File: src/tlec_pkg.sv
package tlec_pkg;

   // ==========================================================
   // sizes
   localparam int NUM_SRC   = 64;
   localparam int NUM_EVT   = 16;
   localparam int NUM_GEN   = 9;
   localparam int FIRST_GEN = 7;
   localparam int NUM_ASG   = 8;
   localparam int ASG_W     = 4;

   // ==========================================================
   // timing, in core clock cycles
   localparam int EDGE_CYCLES    = 2;
   localparam int MIN_PEND_DELAY = 3;

   // ==========================================================
   // register byte offsets
   localparam logic [7:0] OFS_SRC_MASK0  = 8'h00;
   localparam logic [7:0] OFS_SRC_MASK1  = 8'h04;
   localparam logic [7:0] OFS_SRC_STAT0  = 8'h08;
   localparam logic [7:0] OFS_SRC_STAT1  = 8'h0C;
   localparam logic [7:0] OFS_SRC_WAKE0  = 8'h10;
   localparam logic [7:0] OFS_SRC_WAKE1  = 8'h14;
   localparam logic [7:0] OFS_EVT_LATCH  = 8'h18;
   localparam logic [7:0] OFS_EVT_MASK   = 8'h1C;
   localparam logic [7:0] OFS_EVT_PEND   = 8'h20;
   localparam logic [7:0] OFS_IRQ_STAT   = 8'h24;
   localparam logic [7:0] OFS_IRQ_CLR    = 8'h28;
   localparam logic [7:0] OFS_IRQ_EN     = 8'h2C;
   localparam logic [7:0] OFS_CTRL_STAT  = 8'h30;
   localparam logic [7:0] OFS_ASG_BASE   = 8'h40;
   localparam logic [7:0] OFS_ASG_LAST   = 8'h5C;

   // ==========================================================
   // irq status bit positions
   localparam int IRQ_W          = 3;
   localparam int IRQ_EDGE_BIT   = 0;
   localparam int IRQ_WAKE_BIT   = 1;
   localparam int IRQ_REFUSE_BIT = 2;

   // ==========================================================
   // reset values and the map of valid sources
   localparam logic [31:0] SRC_MASK_RST = 32'h00000000;
   localparam logic [31:0] SRC_WAKE_RST = 32'h00000000;
   localparam logic [15:0] EVT_MASK_RST = 16'h001F;
   localparam logic [63:0] SRC_VALID    = 64'h00F9FFFF7FFFF7FF;
   localparam logic [31:0] ASG_RST [NUM_ASG] = '{
      32'h00000000, 32'h22110000, 32'h33332222, 32'h04444433,
      32'h55555555, 32'h06666655, 32'h33333003, 32'h00000000};

   // ==========================================================
   // offer state
   typedef enum logic [1:0] {
      TLEC_IDLE  = 2'b01,
      TLEC_OFFER = 2'b10
   } tlec_offer_t;

endpackage

File: src/tlec_top.sv
`timescale 1ns/100ps
// What this block does
// [RULE1] rising edge sets latch, two-cycle detection
// [RULE2] latch bit cleared when pending sets
// [RULE3] software writes latch only when masked
// [RULE4] only unmasked latched events are offered
// [RULE5] event mask access needs supervisor mode
// [RULE6] set/clear instructions gate general events
// [RULE7] pending hardware-owned, tracks nested events
// [RULE8] latch, mask, pending are 16 bits
// [RULE9] source mask, status, wakeup: 32-bit pairs
// [RULE10] source mask forwards or blocks requests
// [RULE11] source status shows live request level
// [RULE12] wakeup enable wakes idle or sleeping core
// [RULE13] shared sources tolerate overlapping pulses
// [RULE14] pending bits serve as source acknowledge
// [RULE15] next edge queued once pending sets
// [RULE16] edge to pending at least three cycles
// [RULE17] assignment fields route sources to events
module tlec_top import tlec_pkg::*; (
   input  wire logic               clk_i,
   input  wire logic               nrst_i,
   input  wire logic               hsel_i,
   input  wire logic [31:0]        haddr_i,
   input  wire logic [1:0]         htrans_i,
   input  wire logic               hwrite_i,
   input  wire logic [2:0]         hsize_i,
   input  wire logic [31:0]        hwdata_i,
   input  wire logic               hready_i,
   output logic      [31:0]        hrdata_o,
   output logic                    hreadyout_o,
   output logic                    hresp_o,
   input  wire logic [NUM_SRC-1:0] src_req_i,
   input  wire logic [6:0]         core_event_i,
   input  wire logic               supervisor_i,
   input  wire logic               core_idle_i,
   input  wire logic               core_sleep_i,
   input  wire logic               set_int_i,
   input  wire logic               clear_int_i,
   input  wire logic               core_accept_i,
   input  wire logic               core_return_i,
   output logic                    service_valid_o,
   output logic      [3:0]         service_event_o,
   output logic                    wake_o,
   output logic                    irq_o
);
   // ==========================================================
   // state
   logic [NUM_SRC-1:0]    src_sync;
   logic [31:0]           src_mask [2];
   logic [31:0]           src_wake [2];
   logic [31:0]           src_asg [NUM_ASG];
   logic [NUM_EVT-1:0]    event_latch;
   logic [NUM_EVT-1:0]    event_mask;
   logic [NUM_EVT-1:0]    event_pending;
   logic [NUM_GEN-1:0]    gen_line;
   logic [NUM_GEN-1:0]    ack_gap;
   logic [NUM_EVT-1:0]    ev_d1;
   logic [NUM_EVT-1:0]    ev_d2;
   logic                  gie;
   logic [IRQ_W-1:0]      irq_stat;
   logic [IRQ_W-1:0]      irq_en;
   logic                  dp_we;
   logic                  dp_sup;
   logic [7:0]            dp_addr;
   tlec_offer_t           offer;

   // ==========================================================
   // system stage
   tlec_sync #(
      .WIDTH (NUM_SRC)
   ) u_sync (
      .clk_i   (clk_i),
      .nrst_i  (nrst_i),
      .async_i (src_req_i),
      .sync_o  (src_sync)
   );

   wire [NUM_SRC-1:0] src_status = src_sync & SRC_VALID;                 // see [RULE11] [RULE17]
   wire [NUM_SRC-1:0] src_fwd    = src_status & {src_mask[1], src_mask[0]}; // see [RULE10]
   wire [NUM_SRC-1:0] src_wkhit  = src_status & {src_wake[1], src_wake[0]}; // see [RULE12]

   logic [NUM_GEN-1:0] src_route [NUM_SRC];
   genvar gi;
   generate
      for (gi = 0; gi < NUM_SRC; gi++) begin : g_route
         wire [ASG_W-1:0] asg = src_asg[gi/8][ASG_W*(gi%8) +: ASG_W];
         assign src_route[gi] = (asg < ASG_W'(NUM_GEN)) ?                  // see [RULE17]
                                NUM_GEN'(1) << asg : '0;
      end
   endgenerate

   logic [NUM_GEN-1:0] any_req;
   always_comb begin
      any_req = '0;
      for (int i = 0; i < NUM_SRC; i++) begin
         any_req = any_req | (src_fwd[i] ? src_route[i] : '0);
      end
   end

   // ==========================================================
   // core stage edge detection and latch
   wire [NUM_EVT-1:0] ev_in    = {gen_line, core_event_i};
   wire [NUM_EVT-1:0] ev_rise  = ev_d1 & ~ev_d2;                          // see [RULE1]
   wire               accept   = core_accept_i & (offer == TLEC_OFFER);
   wire [NUM_EVT-1:0] pend_set = accept ? NUM_EVT'(1) << service_event_o : '0;

   logic [NUM_EVT-1:0] pend_clr;
   always_comb begin
      pend_clr = '0;
      for (int i = NUM_EVT - 1; i >= 0; i--) begin
         if (event_pending[i]) begin
            pend_clr = NUM_EVT'(1) << i;
         end
      end
      if (!core_return_i) begin
         pend_clr = '0;
      end
   end

   // ==========================================================
   // bus decode
   wire        ap_valid = hsel_i & htrans_i[1] & hready_i;
   wire [7:0]  ap_addr  = haddr_i[7:0];
   wire        wr_lat   = dp_we & (dp_addr == OFS_EVT_LATCH);
   wire        wr_msk   = dp_we & (dp_addr == OFS_EVT_MASK) & dp_sup;     // see [RULE5]
   wire        wr_clr   = dp_we & (dp_addr == OFS_IRQ_CLR);
   wire        wr_en    = dp_we & (dp_addr == OFS_IRQ_EN);
   wire        wr_asg   = dp_we & (dp_addr >= OFS_ASG_BASE) & (dp_addr <= OFS_ASG_LAST);
   wire [2:0]  asg_idx  = dp_addr[4:2];
   wire [15:0] lat_wbit = wr_lat ? ~event_mask : '0;                      // see [RULE3]
   wire        bad_lat  = wr_lat & |(hwdata_i[15:0] & event_mask ^ event_latch & event_mask);
   wire        bad_sup  = dp_we & ~dp_sup &
                          ((dp_addr == OFS_EVT_MASK) | (dp_addr == OFS_EVT_PEND));

   // set wins: an edge in the clearing cycle stays queued
   wire [NUM_EVT-1:0] next_latch = (event_latch & ~pend_set & ~lat_wbit) |
                                   (hwdata_i[15:0] & lat_wbit) | ev_rise; // see [RULE2] [RULE15]

   always_ff @(posedge clk_i or negedge nrst_i) begin
      if (!nrst_i) begin
         ev_d1       <= '0;
         ev_d2       <= '0;
         event_latch <= '0;
      end else begin
         ev_d1       <= ev_in;                                            // see [RULE1]
         ev_d2       <= ev_d1;
         event_latch <= next_latch;                                       // see [RULE8]
      end
   end

   // pending bit pulls the line low one cycle so a still-high share re-edges
   always_ff @(posedge clk_i or negedge nrst_i) begin
      if (!nrst_i) begin
         gen_line <= '0;
         ack_gap  <= '0;
      end else begin
         ack_gap  <= pend_set[NUM_EVT-1:FIRST_GEN];                       // see [RULE14]
         gen_line <= any_req & ~ack_gap;                                  // see [RULE13]
      end
   end

   // ==========================================================
   // offer: highest-priority serviceable event above current nesting
   wire [NUM_EVT-1:0] gie_gate = {{NUM_GEN{gie}}, {FIRST_GEN{1'b1}}};     // see [RULE6]
   wire [NUM_EVT-1:0] eligible = event_latch & event_mask & gie_gate;     // see [RULE4]

   logic       cand_valid;
   logic [3:0] cand_id;
   always_comb begin
      cand_valid = 1'b0;
      cand_id    = '0;
      for (int i = NUM_EVT - 1; i >= 0; i--) begin
         if (eligible[i]) begin
            cand_valid = 1'b1;
            cand_id    = 4'(i);
         end
      end
      for (int i = 0; i < NUM_EVT; i++) begin
         if (event_pending[i] && (4'(i) <= cand_id)) begin
            cand_valid = 1'b0;
         end
      end
   end

   always_ff @(posedge clk_i or negedge nrst_i) begin
      if (!nrst_i) begin
         offer           <= TLEC_IDLE;
         service_valid_o <= 1'b0;
         service_event_o <= '0;
         event_pending   <= '0;
         gie             <= 1'b0;
      end else begin
         event_pending <= (event_pending | pend_set) & ~pend_clr;         // see [RULE7]
         if (set_int_i) begin
            gie <= 1'b1;                                                  // see [RULE6]
         end else if (clear_int_i) begin
            gie <= 1'b0;
         end
         case (offer)
            TLEC_IDLE: begin
               if (cand_valid) begin
                  offer           <= TLEC_OFFER;
                  service_valid_o <= 1'b1;
                  service_event_o <= cand_id;
               end
            end
            TLEC_OFFER: begin
               // withdrawn offers re-evaluate; an event masked on the edge that raises its offer can still be taken
               offer           <= TLEC_IDLE;
               service_valid_o <= 1'b0;
            end
            default: begin
               offer           <= TLEC_IDLE;
               service_valid_o <= 1'b0;
            end
         endcase
      end
   end

   // ==========================================================
   // registers written by software
   always_ff @(posedge clk_i or negedge nrst_i) begin
      if (!nrst_i) begin
         src_mask   <= '{SRC_MASK_RST, SRC_MASK_RST};
         src_wake   <= '{SRC_WAKE_RST, SRC_WAKE_RST};
         src_asg    <= ASG_RST;
         event_mask <= EVT_MASK_RST;
         irq_en     <= '0;
      end else begin
         if (dp_we && dp_addr == OFS_SRC_MASK0) src_mask[0] <= hwdata_i; // see [RULE9]
         if (dp_we && dp_addr == OFS_SRC_MASK1) src_mask[1] <= hwdata_i;
         if (dp_we && dp_addr == OFS_SRC_WAKE0) src_wake[0] <= hwdata_i;
         if (dp_we && dp_addr == OFS_SRC_WAKE1) src_wake[1] <= hwdata_i;
         if (wr_asg) src_asg[asg_idx] <= hwdata_i;
         if (wr_msk) event_mask <= hwdata_i[15:0];
         if (wr_en) irq_en <= hwdata_i[IRQ_W-1:0];
      end
   end

   // ==========================================================
   // sticky status, wakeup and interrupt line
   wire wake_now = (core_idle_i | core_sleep_i) & |src_wkhit;             // see [RULE12]
   wire [IRQ_W-1:0] irq_set = {bad_lat | bad_sup, wake_now, |ev_rise};
   wire [IRQ_W-1:0] irq_clr = wr_clr ? hwdata_i[IRQ_W-1:0] : '0;
   wire [IRQ_W-1:0] next_irq_stat = (irq_stat & ~irq_clr) | irq_set;

   always_ff @(posedge clk_i or negedge nrst_i) begin
      if (!nrst_i) begin
         irq_stat <= '0;
         irq_o    <= 1'b0;
         wake_o   <= 1'b0;
      end else begin
         irq_stat <= next_irq_stat;
         irq_o    <= |(next_irq_stat & irq_en);
         wake_o   <= wake_now;
      end
   end

   // ==========================================================
   // read mux; read data settle at the address phase, zero wait
   logic [31:0] rd_mux;
   always_comb begin
      rd_mux = '0;
      case (ap_addr)
         OFS_SRC_MASK0: rd_mux = src_mask[0];
         OFS_SRC_MASK1: rd_mux = src_mask[1];
         OFS_SRC_STAT0: rd_mux = src_status[31:0];
         OFS_SRC_STAT1: rd_mux = src_status[63:32];
         OFS_SRC_WAKE0: rd_mux = src_wake[0];
         OFS_SRC_WAKE1: rd_mux = src_wake[1];
         OFS_EVT_LATCH: rd_mux = {16'h0000, event_latch};
         OFS_EVT_MASK:  rd_mux = supervisor_i ? {16'h0000, event_mask} : '0;    // see [RULE5]
         OFS_EVT_PEND:  rd_mux = supervisor_i ? {16'h0000, event_pending} : '0; // see [RULE7]
         OFS_IRQ_STAT:  rd_mux = {29'h0, irq_stat};
         OFS_IRQ_EN:    rd_mux = {29'h0, irq_en};
         OFS_CTRL_STAT: rd_mux = {31'h0, gie};
         default: begin
            if (ap_addr >= OFS_ASG_BASE && ap_addr <= OFS_ASG_LAST) begin
               rd_mux = src_asg[ap_addr[4:2]];
            end
         end
      endcase
   end

   always_ff @(posedge clk_i or negedge nrst_i) begin
      if (!nrst_i) begin
         dp_we       <= 1'b0;
         dp_sup      <= 1'b0;
         dp_addr     <= '0;
         hrdata_o    <= '0;
         hreadyout_o <= 1'b1;
         hresp_o     <= 1'b0;
      end else begin
         dp_we       <= ap_valid & hwrite_i;
         dp_sup      <= supervisor_i;
         dp_addr     <= ap_addr;
         hreadyout_o <= 1'b1;
         hresp_o     <= 1'b0;
         if (ap_valid && !hwrite_i) begin
            hrdata_o <= rd_mux;
         end
      end
   end
endmodule

File: src/tlec_sync.sv
`timescale 1ns/100ps
module tlec_sync #(
   parameter int WIDTH = 64
) (
   input  wire logic             clk_i,
   input  wire logic             nrst_i,
   input  wire logic [WIDTH-1:0] async_i,
   output logic      [WIDTH-1:0] sync_o
);
   // ==========================================================
   // two flops; first stage read only by the second
   logic [WIDTH-1:0] meta;

   always_ff @(posedge clk_i or negedge nrst_i) begin
      if (!nrst_i) begin
         meta   <= '0;
         sync_o <= '0;
      end else begin
         meta   <= async_i;
         sync_o <= meta;
      end
   end
endmodule

File: config.mk
export PLATFORM = sky130hd
export DESIGN_NAME = tlec_top
export DESIGN_NICKNAME = d
export VERILOG_FILES = /design/src/tlec_pkg.sv /design/src/tlec_top.sv /design/src/tlec_sync.sv
export SDC_FILE = /design/constraint.sdc
export NUM_CORES = 1
export LEC_CHECK = 0
export BUFFER_PORTS_ARGS = -buffer_cell sky130_fd_sc_hd__buf_2
export CAP_MARGIN = 25
export CELL_PAD_IN_SITES_DETAIL_PLACEMENT = 1
export CELL_PAD_IN_SITES_GLOBAL_PLACEMENT = 2
export CORE_ASPECT_RATIO = 1.5
export CORE_MARGIN = 2
export CORE_UTILIZATION = 42
export DETAILED_ROUTE_END_ITERATION = 7
export PLACE_DENSITY_LB_ADDON = 0.1
export REMOVE_ABC_BUFFERS = 1
export SETUP_SLACK_MARGIN = 0.05
export SLEW_MARGIN = 40
export SYNTH_ARGS = -nofsm -noshare
export SYNTH_HDL_FRONTEND = slang
export SYNTH_HIERARCHICAL = 1
export SYNTH_SLANG_ARGS = --single-unit
File: constraint.sdc
create_clock -name clk_i -period 3.5 [get_ports clk_i]
set_input_delay 0.875 -clock clk_i [delete_from_list [all_inputs] [get_ports clk_i]]
set_output_delay 0.875 -clock clk_i [all_outputs]
set_load 0.005 [all_outputs]
==> metrics.md <==
| Metric | Value |
|---|---|
| Fin crit period | 3390 ps |
| RSZ-0062 raised after global routing | no |
| Initial core utilization | 42.4% |
| Final std cells w/o fill | 4218 |
| Slew Limit Headroom | 34.4% |
| Grt ovf | 0 |
| Critical Path RT | 4070 ps |
| Clock latency on the worst-skew pair | 650 ps |
| Fmax | 0.295 GHz |
| Post-route design area | 38000 um2 |
| Wire length per cell | 46.5 um |
| Post-CTS Hold Fix Bufs | 0 |
| RD Place Congestion | 1.07 |
| Int Pwr | 13.0 mW |
| Placed Area | 35600 um2 |
| Leak | 15.9 nW |
| IO Count | 193 |
| Warnings, synthesis | 6 |
| Worst hold slack | 132 ps |
| Worst Skew | 21.3 ps |
| Worst Setup Start Kind | flip-flop |
| Switch share | 30.2% |
| Synth Area per Inst | 11.2 um2 |
| Die outline width | 230 um |
| Sequential share of power | 45.8% |
| H-tree Lvls | 3 |
| Max stage delay cell, worst path | dfrtp_1 |
| CP max FO | 4 |
| Max-cap viol count | 0 |
| Status | finished with violations |
| Most common cell after layout, fill and taps aside | dfrtp_1 |
| Final WL | 196000 um |
| Failing checks | DRC |
| Worst-Margin Slew | 985 ps |
| Share of cells above drive strength 1 | 33.2% |
| Vias in the first global route | 31100 |
| Switching power | 5.62 mW |
| Pwr dens | 490 nW/um2 |
| Hold Fails Final Rpt | 0 |
| Final setup vio count | 0 |
| DR DRC count | 2 |
| IO Port Bufs | 150 |
| Clock Power Share | 41.5% |
| Initial antenna violation count | 30 |
| Final worst-path cycle share | 96.9% |
| Placed Cells | 4078 |
| Detail Route Antenna Nets | 0 |
| Setup TNS | 0 ps |
| TritonCTS clock tree | done |
| GRT Overall Usage | 49.9% |
| Cells resized by post-CTS repair | 0 |
| CTS Root Cell | clkbuf_16 |
| Vias | 30000 |
| Hold WC Path Type | input pin to async pin |
| DIE HEIGHT | 343 um |
| Final slew viol count | 0 |
| Synthesized instance count | 2867 |
| CTS max path bufs | 3 |
| Pre-Repair DR Iteration Count | 8 |
| Post-Route Utilization | 50.0% |
| CP Cell Sequence | nand2_1 -> nor3b_1 -> and3b_1 -> a2111oi_0 -> buf_4 -> nand3_1 -> nor3_1 -> buf_4 -> a31oi_1 -> buf_4 |
| Core area | 76000 um2 |
| Critical Path AT | 3960 ps |
| Clk pin slew, worst setup/hold paths | 60 ps |
| Critical path's largest stage delay | 790 ps |
| Total power | 18.6 mW |
| Iteration-0 DRC Markers | 3215 |
| Post-CTS Setup Bufs | 0 |
| Drt via density | 7.11 |
| Post-synthesis cell area | 32200 um2 |
| Combinational Power Share | 12.7% |
| Commonest cells after routing, fill and taps aside | 570 x dfrtp_1, 361 x mux2_2, 227 x buf_4 |
| Die area | 79000 um2 |
| WS Path Type | flip-flop to flip-flop |
| Num CTS Buffers | 68 |
| Worst setup margin | 107 ps |
| First-pass GRT wire length | 267000 um |
| Sinks on Clock Net | 643 |
| Area added between synthesis and finish | 18.0% |
| Pre-CTS setup slack | 75.2 ps |
| Peak VDD IR | 0.000464 V |
| Pin count of the biggest net entering global routing | 72 |
| Row count | 124 |
| Nets@finish | 3293 |
| Setup crit end kind | flip-flop |
| Most frequent CP cell | buf_4 |
| Detailed Place HPWL | 150000 um |
-- sequential cells by signal, indices dropped and copies added (netlist names), 4 cells and up --
register and cells:
gen_line 9, event_pending 16, ack_gap 9, u_sync/meta 52
dp_addr 8, service_event_o 4, u_sync/sync_o 52, hrdata_o 32
src_wake 64, ev_d2 16, event_mask 16, ev_d1 16
src_mask 64, g_route.asg 256, event_latch 16
-- per-layer routing --
metal	track usage [%]	share of wire (%)	vias to the layer above
li1	-	-	11400
met1	51.0	32	15400
met2	79.8	46	2215
met3	15.5	9.3	946
met4	50.4	13	16
met5	0	0.051	-
-- power groups by stage --
stage | sequential (mW) | combinational [mW] | clock, mW
2_1_floorplan | 8.29 | 0.903 | 0
3_3_place_gp | 8.57 | 2.16 | 0
3_5_place_dp | 8.60 | 2.23 | 0
4_1_cts | 8.49 | 2.26 | 7.74
5_1_grt | 8.55 | 2.43 | 8.01
6_report | 8.55 | 2.37 | 7.73
-- critical path, delay by kind of cell, from the launching register on --
kind	cells	cell delay [ps]
AO/OA/AOI/OAI	2	420
buffers and inverters	3	580
flip-flops	1	790
AND/OR/NAND/NOR	5	1530
-- final timing paths --
check	to	from	depth (start not counted)	slack, ps
setup / recovery	gen_line[3]	u_sync/sync_o[29]	10	110
hold / removal	g_route[6].asg[0]	nrst_i	1	130
setup reg to reg	gen_line[3]	u_sync/sync_o[29]	10	110
hold reg to reg	u_sync/sync_o[54]	u_sync/meta[54]	0	340
max in group asynchronous	g_route[24].asg[0]	nrst_i	3	2180
min in group clk_i	u_sync/meta[41]	src_req_i[41]	1	330
-- layout make-up --
class / count / area, um2
Clock buffer: 99 / 1980
Timing Repair Buffer: 389 / 2740
Antenna cell: 14 / 35.0
Clock inverter: 26 / 339
Sequential cell: 643 / 16200
Fill cell: 8011 / 38000
Multi-Input combinational cell: 1994 / 15300
Inverter: 45 / 169
Tap cell: 1008 / 1260
Power figures use the tool's default switching activity.
